`src/pmc_pkg.sv`:
```
// pmc_pkg: constants, register map and state codes of the power mode controller
// assumes a single 250 MHz clock and an AXI4-Lite register port
package pmc_pkg;
  localparam int AXI_ADDR_W = 8;
  localparam int CLK_PERIOD_PS = 4000;
  // register byte offsets
  localparam logic [7:0] PWR_CTRL_OFF = 8'h00;
  localparam logic [7:0] STATUS_OFF = 8'h04;
  localparam logic [7:0] WAKE_EN_OFF = 8'h08;
  // power_control_register fields
  localparam int IDLE_REQ_BIT = 0;
  localparam int PDOWN_REQ_BIT = 1;
  localparam int GFLAG0_BIT = 2;
  localparam int GFLAG1_BIT = 3;
  localparam logic [3:0] PWR_CTRL_RST = 4'h0;
  // wake enable register fields
  localparam int EXT0_EN_BIT = 0;
  localparam int EXT1_EN_BIT = 1;
  localparam int ADC_IDLE_BIT = 2;
  localparam logic [2:0] WAKE_EN_RST = 3'h0;
  // status register: state in [5:0], sticky wake causes from this position
  localparam int CAUSE_LSB = 8;
  localparam int CAUSE_IRQ = 0;
  localparam int CAUSE_ADC = 1;
  localparam int CAUSE_EXT = 2;
  localparam int CAUSE_RST = 3;
  localparam logic [15:0] RESET_VECTOR = 16'h0000;
  // brief execution after a reset wake-up, then internal reset hold
  localparam int RST_RUN_NS = 48;
  localparam int RST_HOLD_NS = 96;
  localparam int RST_RUN_CYC = (RST_RUN_NS * 1000 + CLK_PERIOD_PS - 1) / CLK_PERIOD_PS;
  localparam int RST_HOLD_CYC = (RST_HOLD_NS * 1000 + CLK_PERIOD_PS - 1) / CLK_PERIOD_PS;
  localparam logic [1:0] RESP_OKAY = 2'h0;
  localparam logic [1:0] RESP_SLVERR = 2'h2;
  typedef enum logic [5:0] {
    ST_RUN = 6'b000001,
    ST_IDLE = 6'b000010,
    ST_PDOWN = 6'b000100,
    ST_PD_EXIT = 6'b001000,
    ST_RST_RUN = 6'b010000,
    ST_RST_HOLD = 6'b100000
  } pmc_state_t;
endpackage : pmc_pkg

```
`src/pmc_pin_if.sv`:
```
// pmc_pin_if: synchronised pin levels passed from the synchroniser to the controller
// assumes all members live in the aclk domain
`timescale 1ns/1ps
`default_nettype none
interface pmc_pin_if;
  logic rst_s;
  logic ext0_n_s;
  logic ext1_n_s;
  modport sync (output rst_s, output ext0_n_s, output ext1_n_s);
  modport ctrl (input rst_s, input ext0_n_s, input ext1_n_s);
endinterface : pmc_pin_if
`default_nettype wire

```
`src/pmc_sync.sv`:
```
// pmc_sync: two-flop synchronisers for the reset pin and the wake interrupt pins
// assumes raw pins are asynchronous to aclk
`timescale 1ns/1ps
`default_nettype none
module pmc_sync
(
  input wire logic aclk,
  input wire logic aresetn,
  input wire logic [2:0] pins_raw,
  pmc_pin_if.sync pins
);
  import pmc_pkg::*;
  // idle levels: reset pin low, interrupt pins high
  localparam logic [2:0] PIN_IDLE = 3'h6;
  logic [2:0] meta_r;
  logic [2:0] sync_r;
  genvar gi;
  generate
    for (gi = 0; gi < 3; gi++)
    begin : g_bit
      always_ff @(posedge aclk)
      begin
        if (!aresetn)
        begin
          meta_r[gi] <= PIN_IDLE[gi];
          sync_r[gi] <= PIN_IDLE[gi];
        end
        else
        begin
          meta_r[gi] <= pins_raw[gi];
          sync_r[gi] <= meta_r[gi];
        end
      end
    end
  endgenerate
  assign pins.rst_s = sync_r[0];
  assign pins.ext0_n_s = sync_r[1];
  assign pins.ext1_n_s = sync_r[2];
endmodule : pmc_sync
`default_nettype wire

```
`src/pmc_power_ctrl.sv`:
```
// pmc_power_ctrl: idle and power-down sequencing with an AXI4-Lite register port
// assumes the cpu pulses insn_done at each instruction end and irq inputs are on aclk
`timescale 1ns/1ps
`default_nettype none
module pmc_power_ctrl
(
  input wire logic aclk,
  input wire logic aresetn,
  input wire logic [pmc_pkg::AXI_ADDR_W-1:0] s_axi_awaddr,
  input wire logic s_axi_awvalid,
  output logic s_axi_awready,
  input wire logic [31:0] s_axi_wdata,
  input wire logic [3:0] s_axi_wstrb,
  input wire logic s_axi_wvalid,
  output logic s_axi_wready,
  output logic [1:0] s_axi_bresp,
  output logic s_axi_bvalid,
  input wire logic s_axi_bready,
  input wire logic [pmc_pkg::AXI_ADDR_W-1:0] s_axi_araddr,
  input wire logic s_axi_arvalid,
  output logic s_axi_arready,
  output logic [31:0] s_axi_rdata,
  output logic [1:0] s_axi_rresp,
  output logic s_axi_rvalid,
  input wire logic s_axi_rready,
  input wire logic rst_pin,
  input wire logic ext_irq_zero_n,
  input wire logic ext_irq_one_n,
  input wire logic insn_done,
  input wire logic irq_req,
  input wire logic irq_en,
  input wire logic adc_done,
  output logic cpu_clk_en,
  output logic periph_clk_en,
  output logic osc_run,
  output logic cpu_hold,
  output logic ram_block,
  output logic sfr_reset,
  output logic port_force_high,
  output logic port_hold,
  output logic cpu_restart,
  output logic [15:0] restart_addr
);
  import pmc_pkg::*;

  pmc_pin_if pins ();

  pmc_sync i_pmc_sync
  (
    .aclk(aclk),
    .aresetn(aresetn),
    .pins_raw({ext_irq_one_n, ext_irq_zero_n, rst_pin}),
    .pins(pins)
  );

  pmc_state_t state_r;
  pmc_state_t state_nxt;
  logic [7:0] cnt_r;
  logic idle_request_bit_r;
  logic powerdown_request_bit_r;
  logic general_flag_zero_r;
  logic general_flag_one_r;
  logic [2:0] wake_en_r;
  logic adc_mode_r;
  logic [3:0] cause_r;
  logic [3:0] cause_set;
  logic clr_idle;
  logic clr_pdown;
  logic ext_low;
  logic irq_wake;
  logic [AXI_ADDR_W-1:0] aw_addr_r;
  logic [31:0] w_data_r;
  logic [3:0] w_strb_r;
  logic aw_full_r;
  logic w_full_r;
  logic wr_fire;
  logic wr_pctl;
  logic wr_wake;
  logic wr_stat;
  logic in_sfr_reset;

  // only enabled interrupt pins count as an external wake source
  assign ext_low = (wake_en_r[EXT0_EN_BIT] & ~pins.ext0_n_s) |
                   (wake_en_r[EXT1_EN_BIT] & ~pins.ext1_n_s);
  assign irq_wake = irq_req & irq_en;
  assign in_sfr_reset = (state_r == ST_RST_HOLD);

  // ---------------- axi4-lite write channel ----------------
  assign wr_fire = aw_full_r & w_full_r & ~s_axi_bvalid;
  assign wr_pctl = wr_fire && (aw_addr_r == PWR_CTRL_OFF) && w_strb_r[0];
  assign wr_wake = wr_fire && (aw_addr_r == WAKE_EN_OFF) && w_strb_r[0];
  assign wr_stat = wr_fire && (aw_addr_r == STATUS_OFF) && w_strb_r[1];

  always_ff @(posedge aclk)
  begin
    if (!aresetn)
    begin
      aw_full_r <= 1'b0;
      w_full_r <= 1'b0;
      aw_addr_r <= '0;
      w_data_r <= 32'h0000_0000;
      w_strb_r <= 4'h0;
      s_axi_awready <= 1'b0;
      s_axi_wready <= 1'b0;
      s_axi_bvalid <= 1'b0;
      s_axi_bresp <= RESP_OKAY;
    end
    else
    begin
      s_axi_awready <= ~aw_full_r & ~(s_axi_awvalid & s_axi_awready);
      s_axi_wready <= ~w_full_r & ~(s_axi_wvalid & s_axi_wready);
      if (s_axi_awvalid && s_axi_awready)
      begin
        aw_full_r <= 1'b1;
        aw_addr_r <= s_axi_awaddr;
      end
      if (s_axi_wvalid && s_axi_wready)
      begin
        w_full_r <= 1'b1;
        w_data_r <= s_axi_wdata;
        w_strb_r <= s_axi_wstrb;
      end
      if (wr_fire)
      begin
        s_axi_bvalid <= 1'b1;
        if (aw_addr_r == PWR_CTRL_OFF || aw_addr_r == STATUS_OFF || aw_addr_r == WAKE_EN_OFF)
          s_axi_bresp <= RESP_OKAY;
        else
          s_axi_bresp <= RESP_SLVERR;
      end
      else if (s_axi_bvalid && s_axi_bready)
      begin
        s_axi_bvalid <= 1'b0;
        aw_full_r <= 1'b0;
        w_full_r <= 1'b0;
        s_axi_awready <= 1'b1;
        s_axi_wready <= 1'b1;
      end
    end
  end

  // ---------------- axi4-lite read channel ----------------
  always_ff @(posedge aclk)
  begin
    if (!aresetn)
    begin
      s_axi_arready <= 1'b0;
      s_axi_rvalid <= 1'b0;
      s_axi_rdata <= 32'h0000_0000;
      s_axi_rresp <= RESP_OKAY;
    end
    else if (s_axi_arvalid && s_axi_arready)
    begin
      s_axi_arready <= 1'b0;
      s_axi_rvalid <= 1'b1;
      s_axi_rresp <= RESP_OKAY;
      if (s_axi_araddr == PWR_CTRL_OFF)
        s_axi_rdata <= {28'h000_0000, general_flag_one_r, general_flag_zero_r,
                        powerdown_request_bit_r, idle_request_bit_r};
      else if (s_axi_araddr == STATUS_OFF)
        s_axi_rdata <= {20'h0_0000, cause_r, 2'h0, state_r};
      else if (s_axi_araddr == WAKE_EN_OFF)
        s_axi_rdata <= {29'h0000_0000, wake_en_r};
      else
      begin
        s_axi_rdata <= 32'h0000_0000;
        s_axi_rresp <= RESP_SLVERR;
      end
    end
    else if (s_axi_rvalid && s_axi_rready)
    begin
      s_axi_rvalid <= 1'b0;
      s_axi_arready <= 1'b1;
    end
    else if (!s_axi_rvalid)
      s_axi_arready <= 1'b1;
  end

  // ---------------- sequencer ----------------
  always_comb
  begin
    state_nxt = state_r;
    clr_idle = 1'b0;
    clr_pdown = 1'b0;
    cause_set = 4'h0;
    case (state_r)
      ST_RUN:
      begin
        if (pins.rst_s)
          state_nxt = ST_RST_HOLD;
        else if (insn_done && powerdown_request_bit_r)
          state_nxt = ST_PDOWN;
        else if (insn_done && idle_request_bit_r)
          state_nxt = ST_IDLE;
      end
      ST_IDLE:
      begin
        if (pins.rst_s)
        begin
          state_nxt = ST_RST_RUN;
          clr_idle = 1'b1;
          cause_set[CAUSE_RST] = 1'b1;
        end
        else if (irq_wake)
        begin
          state_nxt = ST_RUN;
          clr_idle = 1'b1;
          cause_set[CAUSE_IRQ] = 1'b1;
        end
        else if (adc_mode_r && adc_done)
        begin
          state_nxt = ST_RUN;
          clr_idle = 1'b1;
          cause_set[CAUSE_ADC] = 1'b1;
        end
      end
      ST_PDOWN:
      begin
        if (pins.rst_s)
        begin
          state_nxt = ST_RST_RUN;
          clr_idle = 1'b1;
          clr_pdown = 1'b1;
          cause_set[CAUSE_RST] = 1'b1;
        end
        else if (ext_low)
        begin
          // idle bit dropped too, so the wake never falls into idle
          state_nxt = ST_PD_EXIT;
          clr_idle = 1'b1;
          clr_pdown = 1'b1;
          cause_set[CAUSE_EXT] = 1'b1;
        end
      end
      ST_PD_EXIT:
      begin
        // the held interrupt doubles as the oscillator settling time
        if (pins.rst_s)
          state_nxt = ST_RST_RUN;
        else if (!ext_low)
          state_nxt = ST_RUN;
      end
      ST_RST_RUN:
      begin
        if (cnt_r == 8'(RST_RUN_CYC - 1))
          state_nxt = ST_RST_HOLD;
      end
      ST_RST_HOLD:
      begin
        if (cnt_r >= 8'(RST_HOLD_CYC - 1) && !pins.rst_s)
          state_nxt = ST_RUN;
      end
      default:
        state_nxt = ST_RST_HOLD;
    endcase
  end

  always_ff @(posedge aclk)
  begin
    if (!aresetn)
    begin
      state_r <= ST_RUN;
      cnt_r <= 8'h00;
    end
    else
    begin
      state_r <= state_nxt;
      if (state_nxt != state_r)
        cnt_r <= 8'h00;
      else if (cnt_r != 8'hff)
        cnt_r <= cnt_r + 8'h01;
    end
  end

  // ---------------- power control register ----------------
  // a software set in the same cycle as a hardware clear wins; it only re-arms a request
  always_ff @(posedge aclk)
  begin
    if (!aresetn || in_sfr_reset)
    begin
      idle_request_bit_r <= PWR_CTRL_RST[IDLE_REQ_BIT];
      powerdown_request_bit_r <= PWR_CTRL_RST[PDOWN_REQ_BIT];
      general_flag_zero_r <= PWR_CTRL_RST[GFLAG0_BIT];
      general_flag_one_r <= PWR_CTRL_RST[GFLAG1_BIT];
      wake_en_r <= WAKE_EN_RST;
    end
    else
    begin
      if (wr_pctl)
      begin
        idle_request_bit_r <= w_data_r[IDLE_REQ_BIT];
        powerdown_request_bit_r <= w_data_r[PDOWN_REQ_BIT];
        general_flag_zero_r <= w_data_r[GFLAG0_BIT];
        general_flag_one_r <= w_data_r[GFLAG1_BIT];
      end
      else
      begin
        if (clr_idle)
          idle_request_bit_r <= 1'b0;
        if (clr_pdown)
          powerdown_request_bit_r <= 1'b0;
      end
      if (wr_wake)
        wake_en_r <= w_data_r[2:0];
    end
  end

  // converter idle mode is latched at entry so a later write cannot change the exit
  always_ff @(posedge aclk)
  begin
    if (!aresetn)
      adc_mode_r <= 1'b0;
    else if (state_r == ST_RUN && state_nxt == ST_IDLE)
      adc_mode_r <= wake_en_r[ADC_IDLE_BIT];
  end

  // sticky wake causes: write one to clear, a new event wins over the clear
  always_ff @(posedge aclk)
  begin
    if (!aresetn)
      cause_r <= 4'h0;
    else if (wr_stat)
      cause_r <= (cause_r & ~w_data_r[CAUSE_LSB +: 4]) | cause_set;
    else
      cause_r <= cause_r | cause_set;
  end

  // ---------------- clock, hold and port controls ----------------
  always_ff @(posedge aclk)
  begin
    if (!aresetn)
    begin
      cpu_clk_en <= 1'b0;
      periph_clk_en <= 1'b0;
      osc_run <= 1'b1;
      cpu_hold <= 1'b0;
      ram_block <= 1'b0;
      sfr_reset <= 1'b1;
      port_force_high <= 1'b1;
      port_hold <= 1'b0;
      cpu_restart <= 1'b0;
      restart_addr <= RESET_VECTOR;
    end
    else
    begin
      cpu_clk_en <= (state_nxt == ST_RUN) || (state_nxt == ST_RST_RUN);
      periph_clk_en <= (state_nxt != ST_PDOWN);
      osc_run <= (state_nxt != ST_PDOWN);
      // hold freezes pc, status word, sfr and ram writes
      cpu_hold <= (state_nxt == ST_IDLE) || (state_nxt == ST_PDOWN) ||
                  (state_nxt == ST_PD_EXIT);
      ram_block <= (state_nxt == ST_RST_RUN) || (state_nxt == ST_RST_HOLD);
      sfr_reset <= (state_nxt == ST_RST_HOLD);
      port_force_high <= (state_nxt == ST_RST_HOLD);
      port_hold <= (state_nxt == ST_IDLE) || (state_nxt == ST_PDOWN) ||
                   (state_nxt == ST_PD_EXIT);
      cpu_restart <= (state_r == ST_RST_HOLD) && (state_nxt == ST_RUN);
      restart_addr <= RESET_VECTOR;
    end
  end
endmodule : pmc_power_ctrl
`default_nettype wire

```
`config.mk`:
```
export PLATFORM = sky130hd
export DESIGN_NAME = pmc_power_ctrl
export DESIGN_NICKNAME = d
export VERILOG_FILES = /design/src/pmc_pkg.sv /design/src/pmc_pin_if.sv /design/src/pmc_sync.sv /design/src/pmc_power_ctrl.sv
export SDC_FILE = /design/constraint.sdc
export NUM_CORES = 1
export LEC_CHECK = 0
export BUFFER_PORTS_ARGS = -buffer_cell sky130_fd_sc_hd__buf_2
export CORE_MARGIN = 4
export CORE_UTILIZATION = 45
export DETAILED_ROUTE_END_ITERATION = 6
export PLACE_DENSITY = 0.86
export SLEW_MARGIN = 20
export SYNTH_ARGS = -nofsm -noshare
export SYNTH_HDL_FRONTEND = slang
export SYNTH_HIERARCHICAL = 1
export SYNTH_SLANG_ARGS = --single-unit
```
`constraint.sdc`:
```
create_clock -name aclk -period 2.2 [get_ports aclk]
set_input_delay 0.22 -clock aclk [delete_from_list [all_inputs] [get_ports aclk]]
set_output_delay 0.22 -clock aclk [all_outputs]
set_load 0.005 [all_outputs]
```
[Word level (Yosys, flattened, before mapping)]
Cells that the tools add are included.
Cells by class
  mux-type cells: 56
  bitwise logic cells: 22
  $add $sub $neg: 1
  reduce and logical (&&, ||, !) cells: 35
  equality and inequality tests: 21
  $lt $le $gt $ge: 1
Operators with widths (number)
  6-bit 2-to-1 mux: 12
  6-bit one-hot mux with 6 select lines: 1
  1-bit 2-to-1 mux: 32
  8-bit by 4-bit == test with 1-bit output, second input constant: 3
  12-bit 2-to-1 mux: 2
  1-bit logical AND: 17
  8-bit by 3-bit == test with 1-bit output, second input constant: 2
  8-bit logical NOT: 2
  6-bit by 1-bit == test with 1-bit output, second input constant: 2
  6-bit by 2-bit == test with 1-bit output, second input constant: 2
  6-bit by 3-bit == test with 1-bit output, second input constant: 2
  6-bit by 4-bit == test with 1-bit output, second input constant: 2
  6-bit by 5-bit == test with 1-bit output, second input constant: 2
  6-bit == test, second input constant: 2
  2-bit 2-to-1 mux: 6
  1-bit bitwise AND: 9
  8-bit by 1-bit adder with 8-bit output, second input constant: 1
  8-bit by 5-bit >= comparator with 1-bit output, second input constant: 1
  8-bit inequality test, second input constant: 1
  1-bit NOT: 8
  4-bit OR: 2
  2-bit nonzero test: 4
  1-bit logical OR: 7
  6-bit by 3-bit inequality test with 1-bit output, second input constant: 1
  other kinds (10): 13
Storage, ports and cells
  word-level logic and storage cells: 171
  bits of input ports: 66
  output and inout port bits: 66
  register bits: 104

[Depth between registers and ports, before layout]
Gate-level depths: netlist of the first run.
  word-level depth: 9
  gate-level depth with buffers: 7
  depth with buffers taken out: 7

[Hierarchy]
The synthesis of the first run kept the hierarchy.
Modules (own cells, without submodules)
  pmc_power_ctrl: area each 3493.4 um2, cells an instance 423, seq. area each 1401.3 um2, times used 1
  pmc_sync: area each 157.7 um2, cells an instance 12, seq. area each 120.1 um2, times used 1

[Worst setup path after synthesis of the first run]
Ideal clock, no wire load.
  path type: reg-to-reg
  from: register state_r[1]
  to: register cnt_r[4]
  buffers on the path: 1
  cell stages (with the launch flop): 8
  data arrival time: 2.139 ns
  required time: 2.100 ns
  clock period less this slack: 2.238 ns
  library setup time: 0.100 ns
  slack: -0.038 ns
  cell sequence: dfxtp_1 -> buf_6 -> or4_4 -> a2111oi_4 -> o221ai_1 -> or4_1 -> a21o_4 -> a2111oi_4
Between the ends
  longest elaborated chain between the ends: 6
  elaborated cells on any way between the ends: 21
  classes of those cells: eq/ne: 7; mux: 13; reduce/logical: 1
RTL lines
  start: declaration: RTL line pmc_power_ctrl.sv:56  | pmc_state_t state_r;
  start signal: assignment: RTL line pmc_power_ctrl.sv:267  | state_r <= state_nxt;
  6-bit 2-to-1 mux (on tied branches): RTL line pmc_power_ctrl.sv:210, pmc_power_ctrl.sv:193
  6-bit 2-to-1 mux (on tied branches): RTL line pmc_power_ctrl.sv:204, pmc_power_ctrl.sv:191
  6-bit 2-to-1 mux (on tied branches): RTL line pmc_power_ctrl.sv:198, pmc_power_ctrl.sv:189
  6-bit one-hot mux with 6 select lines: RTL line pmc_power_ctrl.sv:186  | case (state_r)
  6-bit inequality test (*): RTL line pmc_power_ctrl.sv:268  | if (state_nxt != state_r)
  2-bit OR reduction (no source line) (*)
  end signal: assignment: RTL line pmc_power_ctrl.sv:271  | cnt_r <= cnt_r + 8'h01;
  end: declaration: RTL line pmc_power_ctrl.sv:58  | logic [7:0] cnt_r;
Mark *: on every way between the ends. The rest lies on a longest branch, timed or not.
A chain may end at the register's enable or synchronous reset.

[Worst setup path after layout of the first run]
Same ends and word-level chain as after synthesis.

==> results.toml, run 1 <==
[setup_path]
crit_chain = "or4_4 -> a2111oi_4 -> o221ai_1 -> or4_4 -> a21o_4 -> a2111oi_4"
critPathRequiredTime_ns = 2.45
r2r_end = "cnt_r[4]$_SDFFE_PP0P_"
criticalPathCategory = "reg2reg"
critPathArrivalTime_ns = 2.59
worstRegToRegCells = 6
cp_max_fo = 8
worst_setup_path_start_kind = "flip-flop"
crit_slowest_cell = "or4_4"
worst-r2r-setup-slack_ns = -0.14
crit_path_end_kind = "flip-flop"
slowest_delay_ns = 0.56
worst_r2r_startpoint = "state_r[1]$_SDFF_PN0_"

[final_layout]
final_area_mm2 = 0.00434
area_growth_pct = 18.8
drive_gt1_frac = 0.249
num_antenna_cells = 0
nets = 589
final_cell_mix = "dfxtp_1, buf_2, nand2_1, conb_1, nor2_1"
layout_commonest_cell = "dfxtp_1"
fin_cells = 629
finish.utilization = 0.556

[power_and_ir_drop]
power_density_mw_per_mm2 = 682
internal_power_mw = 2.16
leakage_nw = 1.84
peakVddDrop_uv = 393
p_seq_frac = 0.494
power_switching_mw = 0.796
p_total_mw = 2.96
p_comb_frac = 0.137
clockPowerShare = 0.369
switching_share = 0.269

[detailed_routing]
dr.pass1.iters = 4
ant_nets = 0
wl_um = 8770
first_iter_violations = 99
wire_per_inst_um = 13.9
routed_via_density = 5.16
via_count = 3245
drc = 0

[clocking]
cts.sinks = 76
clkTransAtPathRegs_ns = 0.08
root_buffer = "clkbuf_8"
hold_buffers = 0
cts-buffers-inserted = 9
clk_latency_ns = 0.35
cts_tree = "yes"
cts.htree.levels = 3
clk_path_buf_depth = 2

[sta]
setup_viol = 8
tns_ns = -0.380
period_share = 1.06
rsz0062_at_grt = "true"
max_slew.worst_pin.slew_ns = 0.543
slew_violations = 0
maxSlewHeadroom = 0.638
final.setup_skew_ns = 0.00897
fmax_ghz = 0.427
fin_crit_ns = 2.34
fin_ws_ns = -0.141
hold_ws_ns = 0.0439
finalHoldViolations = 0

[synth]
yosysTopAreaCell = "dfxtp_1"
yosysUniqueCellTypes = 53
ys_ff_latch = 76
synth-edff-count = 0
synthTopCellsByArea = "dfxtp_1, buf_4, nand2_1, a21oi_1, nor2_1"
yosysTopAreaCellShare = 0.417
synth_seq_area_share = 0.417
avgSynthCellArea_um2 = 8.39
async_reset_ff_frac = 0
yosys_most_used_dff = "dfxtp_1"
ys_warn_count = 6
netlist_area_mm2 = 0.00365
syn-instance-count = 435

[status]
violations = "negative setup slack"
status = "complete, but fails checks"

[min_path]
min_from = "ext_irq_zero_n"
whs_path_depth = 2
min_to = "i_pmc_sync/meta_r[1]$_SDFF_PN1_"
hp-class = "in2reg"

[global_route]
antenna_found_initial = 0
grt_pass1_wl_um = 14300
grt_pass1_vias = 3068
grt_max_degree = 28
overflow = 0
grt_usage = 0.182

[run]
cap_viol_max_count = 0

[die]
rows = 32
start_util = 0.468
die_h_um = 98.1
die_area_mm2 = 0.00962
core-area_mm2 = 0.00781
die_x_um = 98.1
io_pins = 132

[placed_design]
numPortBuffers = 65
place_inst = 613
post-place-ws_ns = -0.0344
dpl.hpwl_um = 6810
place_congestion = 0.893
post_dp_cell_area_mm2 = 0.00409
==> worst max-delay path by stage <==
stage | end | start | slack [ns] | cells after the start
floorplan | cnt_r[4]$_SDFFE_PP0P_ | state_r[1]$_SDFF_PN0_ | -0.04 | 7
detailed placement | cnt_r[4]$_SDFFE_PP0P_ | state_r[0]$_SDFF_PN1_ | -0.03 | 6
global route | cnt_r[4]$_SDFFE_PP0P_ | state_r[1]$_SDFF_PN0_ | -0.20 | 6
finish | cnt_r[4]$_SDFFE_PP0P_ | state_r[1]$_SDFF_PN0_ | -0.14 | 6
global placement | cnt_r[4]$_SDFFE_PP0P_ | state_r[0]$_SDFF_PN1_ | -0.002 | 6
CTS | cnt_r[4]$_SDFFE_PP0P_ | state_r[0]$_SDFF_PN1_ | -0.08 | 6
==> cells in the mapped netlist, types with 3 or more instances <==
cell type,number
clkbuf_1,13
a22oi_1,5
a31oi_1,3
a21boi_0,3
nand2_1,56
or3_1,3
buf_4,42
o21a_1,6
nand3_1,15
nor4_2,3
and2_1,8
a21oi_1,37
and3_1,5
nand2b_1,8
nor2b_1,6
nor2_1,38
inv_1,8
mux2i_1,13
a22o_1,6
dfxtp_1,76
nor3_1,16
o221ai_1,3
nor4_1,3
o21ai_0,18
nand4_1,5
==> critical path, delay by kind of cell (launching register included) <==
kind | cells | cell delay (ns)
AOI/OAI and AO/OA | 4 | 0.93
DFF | 1 | 0.33
and+or+nand+nor | 2 | 0.99
==> registers in the layout (all words and copies together) (netlist names), 2 cells and up <==
name / cells
wake_en_r: 3
aw_addr_r: 8
w_data_r: 8
i_pmc_sync/meta_r: 3
s_axi_rdata: 10
w_strb_r: 2
state_r: 6
cnt_r: 8
cause_r: 4
==> cells by family (layout without fill, tap and decap cells) <==
group / count (synthesis) / in the layout / synth area share
flip-flops: 76 / 76 / 0.417
multiplexers: 13 / 13 / 0.0356
buffers and inverters: 67 / 120 / 0.114
adder cells (fa/ha/maj): 1 / 1 / 0.00343
AND/OR/NAND/NOR: 176 / 176 / 0.238
other: 1 / 40 / 0.00103
XOR/XNOR: 3 / 3 / 0.00720
AO/OA/AOI/OAI: 98 / 98 / 0.184
==> final cells by class <==
cell class	instances	area, um2
sequential	76	1520
timing repair buffer	95	551
inverter	9	33.8
clock inverter	6	71.3
multi-input combinational	331	1890
clock buffer	10	138
fill	720	3470
tap	102	128
==> timing repair <==
action | 4_1_cts | 5_1_grt
pin swaps | 1 | 6
gates resized for setup | 0 | 10
endpoints found under the setup margin | 3 | 11
hold endpoints to repair | 0 | 0
buffers inserted | 0 | 0
==> layer usage <==
| metal | vias to the layer above | wire length (um) | global-route usage |
|---|---|---|---|
| met5 | - | 0 | 0 |
| met4 | 0 | 114 | 0.0511 |
| met3 | 11 | 662 | 0.0543 |
| met2 | 116 | 4310 | 0.318 |
| met1 | 1497 | 3690 | 0.215 |
| li1 | 1621 | - | - |
==> power by group through the flow <==
stage,Sequential [mW],Clock [mW],Combinational [mW]
floorplan,1.49,0,0.283
global placement,1.49,0,0.387
detailed placement,1.49,0,0.395
CTS,1.46,1.12,0.398
global route,1.47,1.18,0.452
finish,1.46,1.09,0.406
No activity file was read; power rests on OpenSTA's default activity.
==> run 2: changes to the inputs <==
Settings changed: SETUP_SLACK_MARGIN set to 0.5.
==> results.toml, run 2 (synthesized netlist as in run 1, its figures left out) <==
[die]
die_h_um = 98.1
die_x_um = 98.1
start_util = 0.468
rows = 32
io_pins = 132
die_area_mm2 = 0.00962
core-area_mm2 = 0.00781

[global_route]
overflow = 0
antenna_found_initial = 0
grt_max_degree = 33
grt_pass1_wl_um = 14400
grt_usage = 0.180
grt_pass1_vias = 3116

[final_layout]
regMostFlops = "s_axi_rdata"
finish.utilization = 0.593
num_antenna_cells = 0
final_cell_mix = "dfxtp_1, buf_2, nand2_1, conb_1"
drive_gt1_frac = 0.325
largest_reg_flops = 10
final_area_mm2 = 0.00463
area_growth_pct = 26.8
fin_cells = 637
layout_commonest_cell = "dfxtp_1"
nets = 597

[setup_path]
timing.critical_path.buf_inv = 1
r2r_end = "cnt_r[3]$_SDFFE_PP0P_"
worst_r2r_startpoint = "state_r[0]$_SDFF_PN1_"
criticalPathCategory = "reg2reg"
critPathRequiredTime_ns = 2.48
worst-r2r-setup-slack_ns = -0.03
worst_setup_path_start_kind = "flip-flop"
worstRegToRegCells = 7
crit_chain = "or4_4 -> a2111oi_4 -> o221ai_1 -> or4_1 -> a21o_4 -> buf_4 -> nor3_1"
slowest_delay_ns = 0.55
crit_start = "state_r[0]$_SDFF_PN1_"
cp_max_fo = 5
path_delay_family = "simple AND/OR/NAND/NOR gates"
crit_slowest_cell = "or4_4"
crit_path_end_kind = "flip-flop"
critPathArrivalTime_ns = 2.51

[detailed_routing]
drc = 0
routed_via_density = 5.31
wire_per_inst_um = 14.3
ant_nets = 0
wl_um = 9100
first_iter_violations = 283
via_count = 3384
dr.pass1.iters = 6

[status]
violations = "negative setup slack"
status = "complete, but fails checks"

[sta]
final.setup_skew_ns = 0.0110
rsz0062_at_grt = "true"
fin_crit_ns = 2.23
period_share = 1.01
setup_viol = 7
fin_ws_ns = -0.0307
maxSlewHeadroom = 0.627
fmax_ghz = 0.448
slew_violations = 0
max_slew.worst_pin.slew_ns = 0.560
finalHoldViolations = 0

[placed_design]
dpl.hpwl_um = 6560
place_congestion = 0.972
place_inst = 606
post-place-ws_ns = -0.0145
post_dp_cell_area_mm2 = 0.00406
numPortBuffers = 65

[power_and_ir_drop]
peakVddDrop_uv = 431
p_total_mw = 3.05
leakage_nw = 1.93
power_density_mw_per_mm2 = 659

[clocking]
cts.htree.levels = 3
cts-buffers-inserted = 9
clkTransAtPathRegs_ns = 0.08
clk_path_buf_depth = 2
cts.sinks = 76
cts_tree = "yes"
clk_latency_ns = 0.35
root_buffer = "clkbuf_8"

[min_path]
min_from = "ext_irq_one_n"
hp-class = "in2reg"
whs_path_depth = 2
min_to = "i_pmc_sync/meta_r[2]$_SDFF_PN1_"

[run]
cap_viol_max_count = 0
## run 2: cell count changes in the layout (fill, tap and decap cells not counted), sizes merged
cell    change
clkbuf      -1
clkinv      -1
buf         +8
inv         +2
## run 2: worst max-delay path by stage
stage	endpoint	slack [ns]	cells after the start
2_1_floorplan	cnt_r[4]$_SDFFE_PP0P_	-0.04	7
6_report	cnt_r[3]$_SDFFE_PP0P_	-0.03	7
3_5_place_dp	cnt_r[4]$_SDFFE_PP0P_	-0.01	6
5_1_grt	cnt_r[6]$_SDFFE_PP0P_	-0.15	7
4_1_cts	cnt_r[4]$_SDFFE_PP0P_	-0.03	6
3_3_place_gp	cnt_r[6]$_SDFFE_PP0P_	-0.01	6
## run 2: metal layers
| layer | global-route usage | up-vias | routed length, um |
|---|---|---|---|
| met5 | 0 | - | 0 |
| met4 | 0.0532 | 0 | 257 |
| met3 | 0.0507 | 27 | 775 |
| met2 | 0.305 | 165 | 4470 |
| met1 | 0.221 | 1552 | 3590 |
| li1 | - | 1640 | - |
## run 2: final cells by class
cell class                      instances  area, um2
Timing Repair Buffer                  103        644
Fill cell                             671       3180
Sequential cell                        76       1530
Multi-Input combinational cell        331       2090
Clock buffer                            9        124
Clock inverter                          7       82.6
Tap cell                              102        128
Inverter                                9       33.8
## run 2: power breakdown
group | switching (mW) | leakage (nW) | internal (mW)
clock | 0.553 | 0.0984 | 0.541
sequential | 0.0378 | 0.621 | 1.43
combinational | 0.274 | 1.21 | 0.218
## run 2: what timing repair did
| item | in CTS | in global routing |
|---|---|---|
| buffers inserted | 8 | 7 |
| endpoints found under the setup margin | 30 | 33 |
| pin swaps | 8 | 18 |
| hold buffers | 0 | 0 |
| resized for setup | 30 | 35 |
## run 2: per-stage QoR
| stage | TNS (ns) | hold WS [ns] |
|---|---|---|
| floorplan | -0.0377 | 0.293 |
| global placement | -0.0182 | 0.402 |
| detailed placement | -0.0406 | 0.408 |
| CTS | -0.0876 | 0.0341 |
| global route | -0.725 | 0.0382 |
| finish | -0.0846 | 0.0469 |
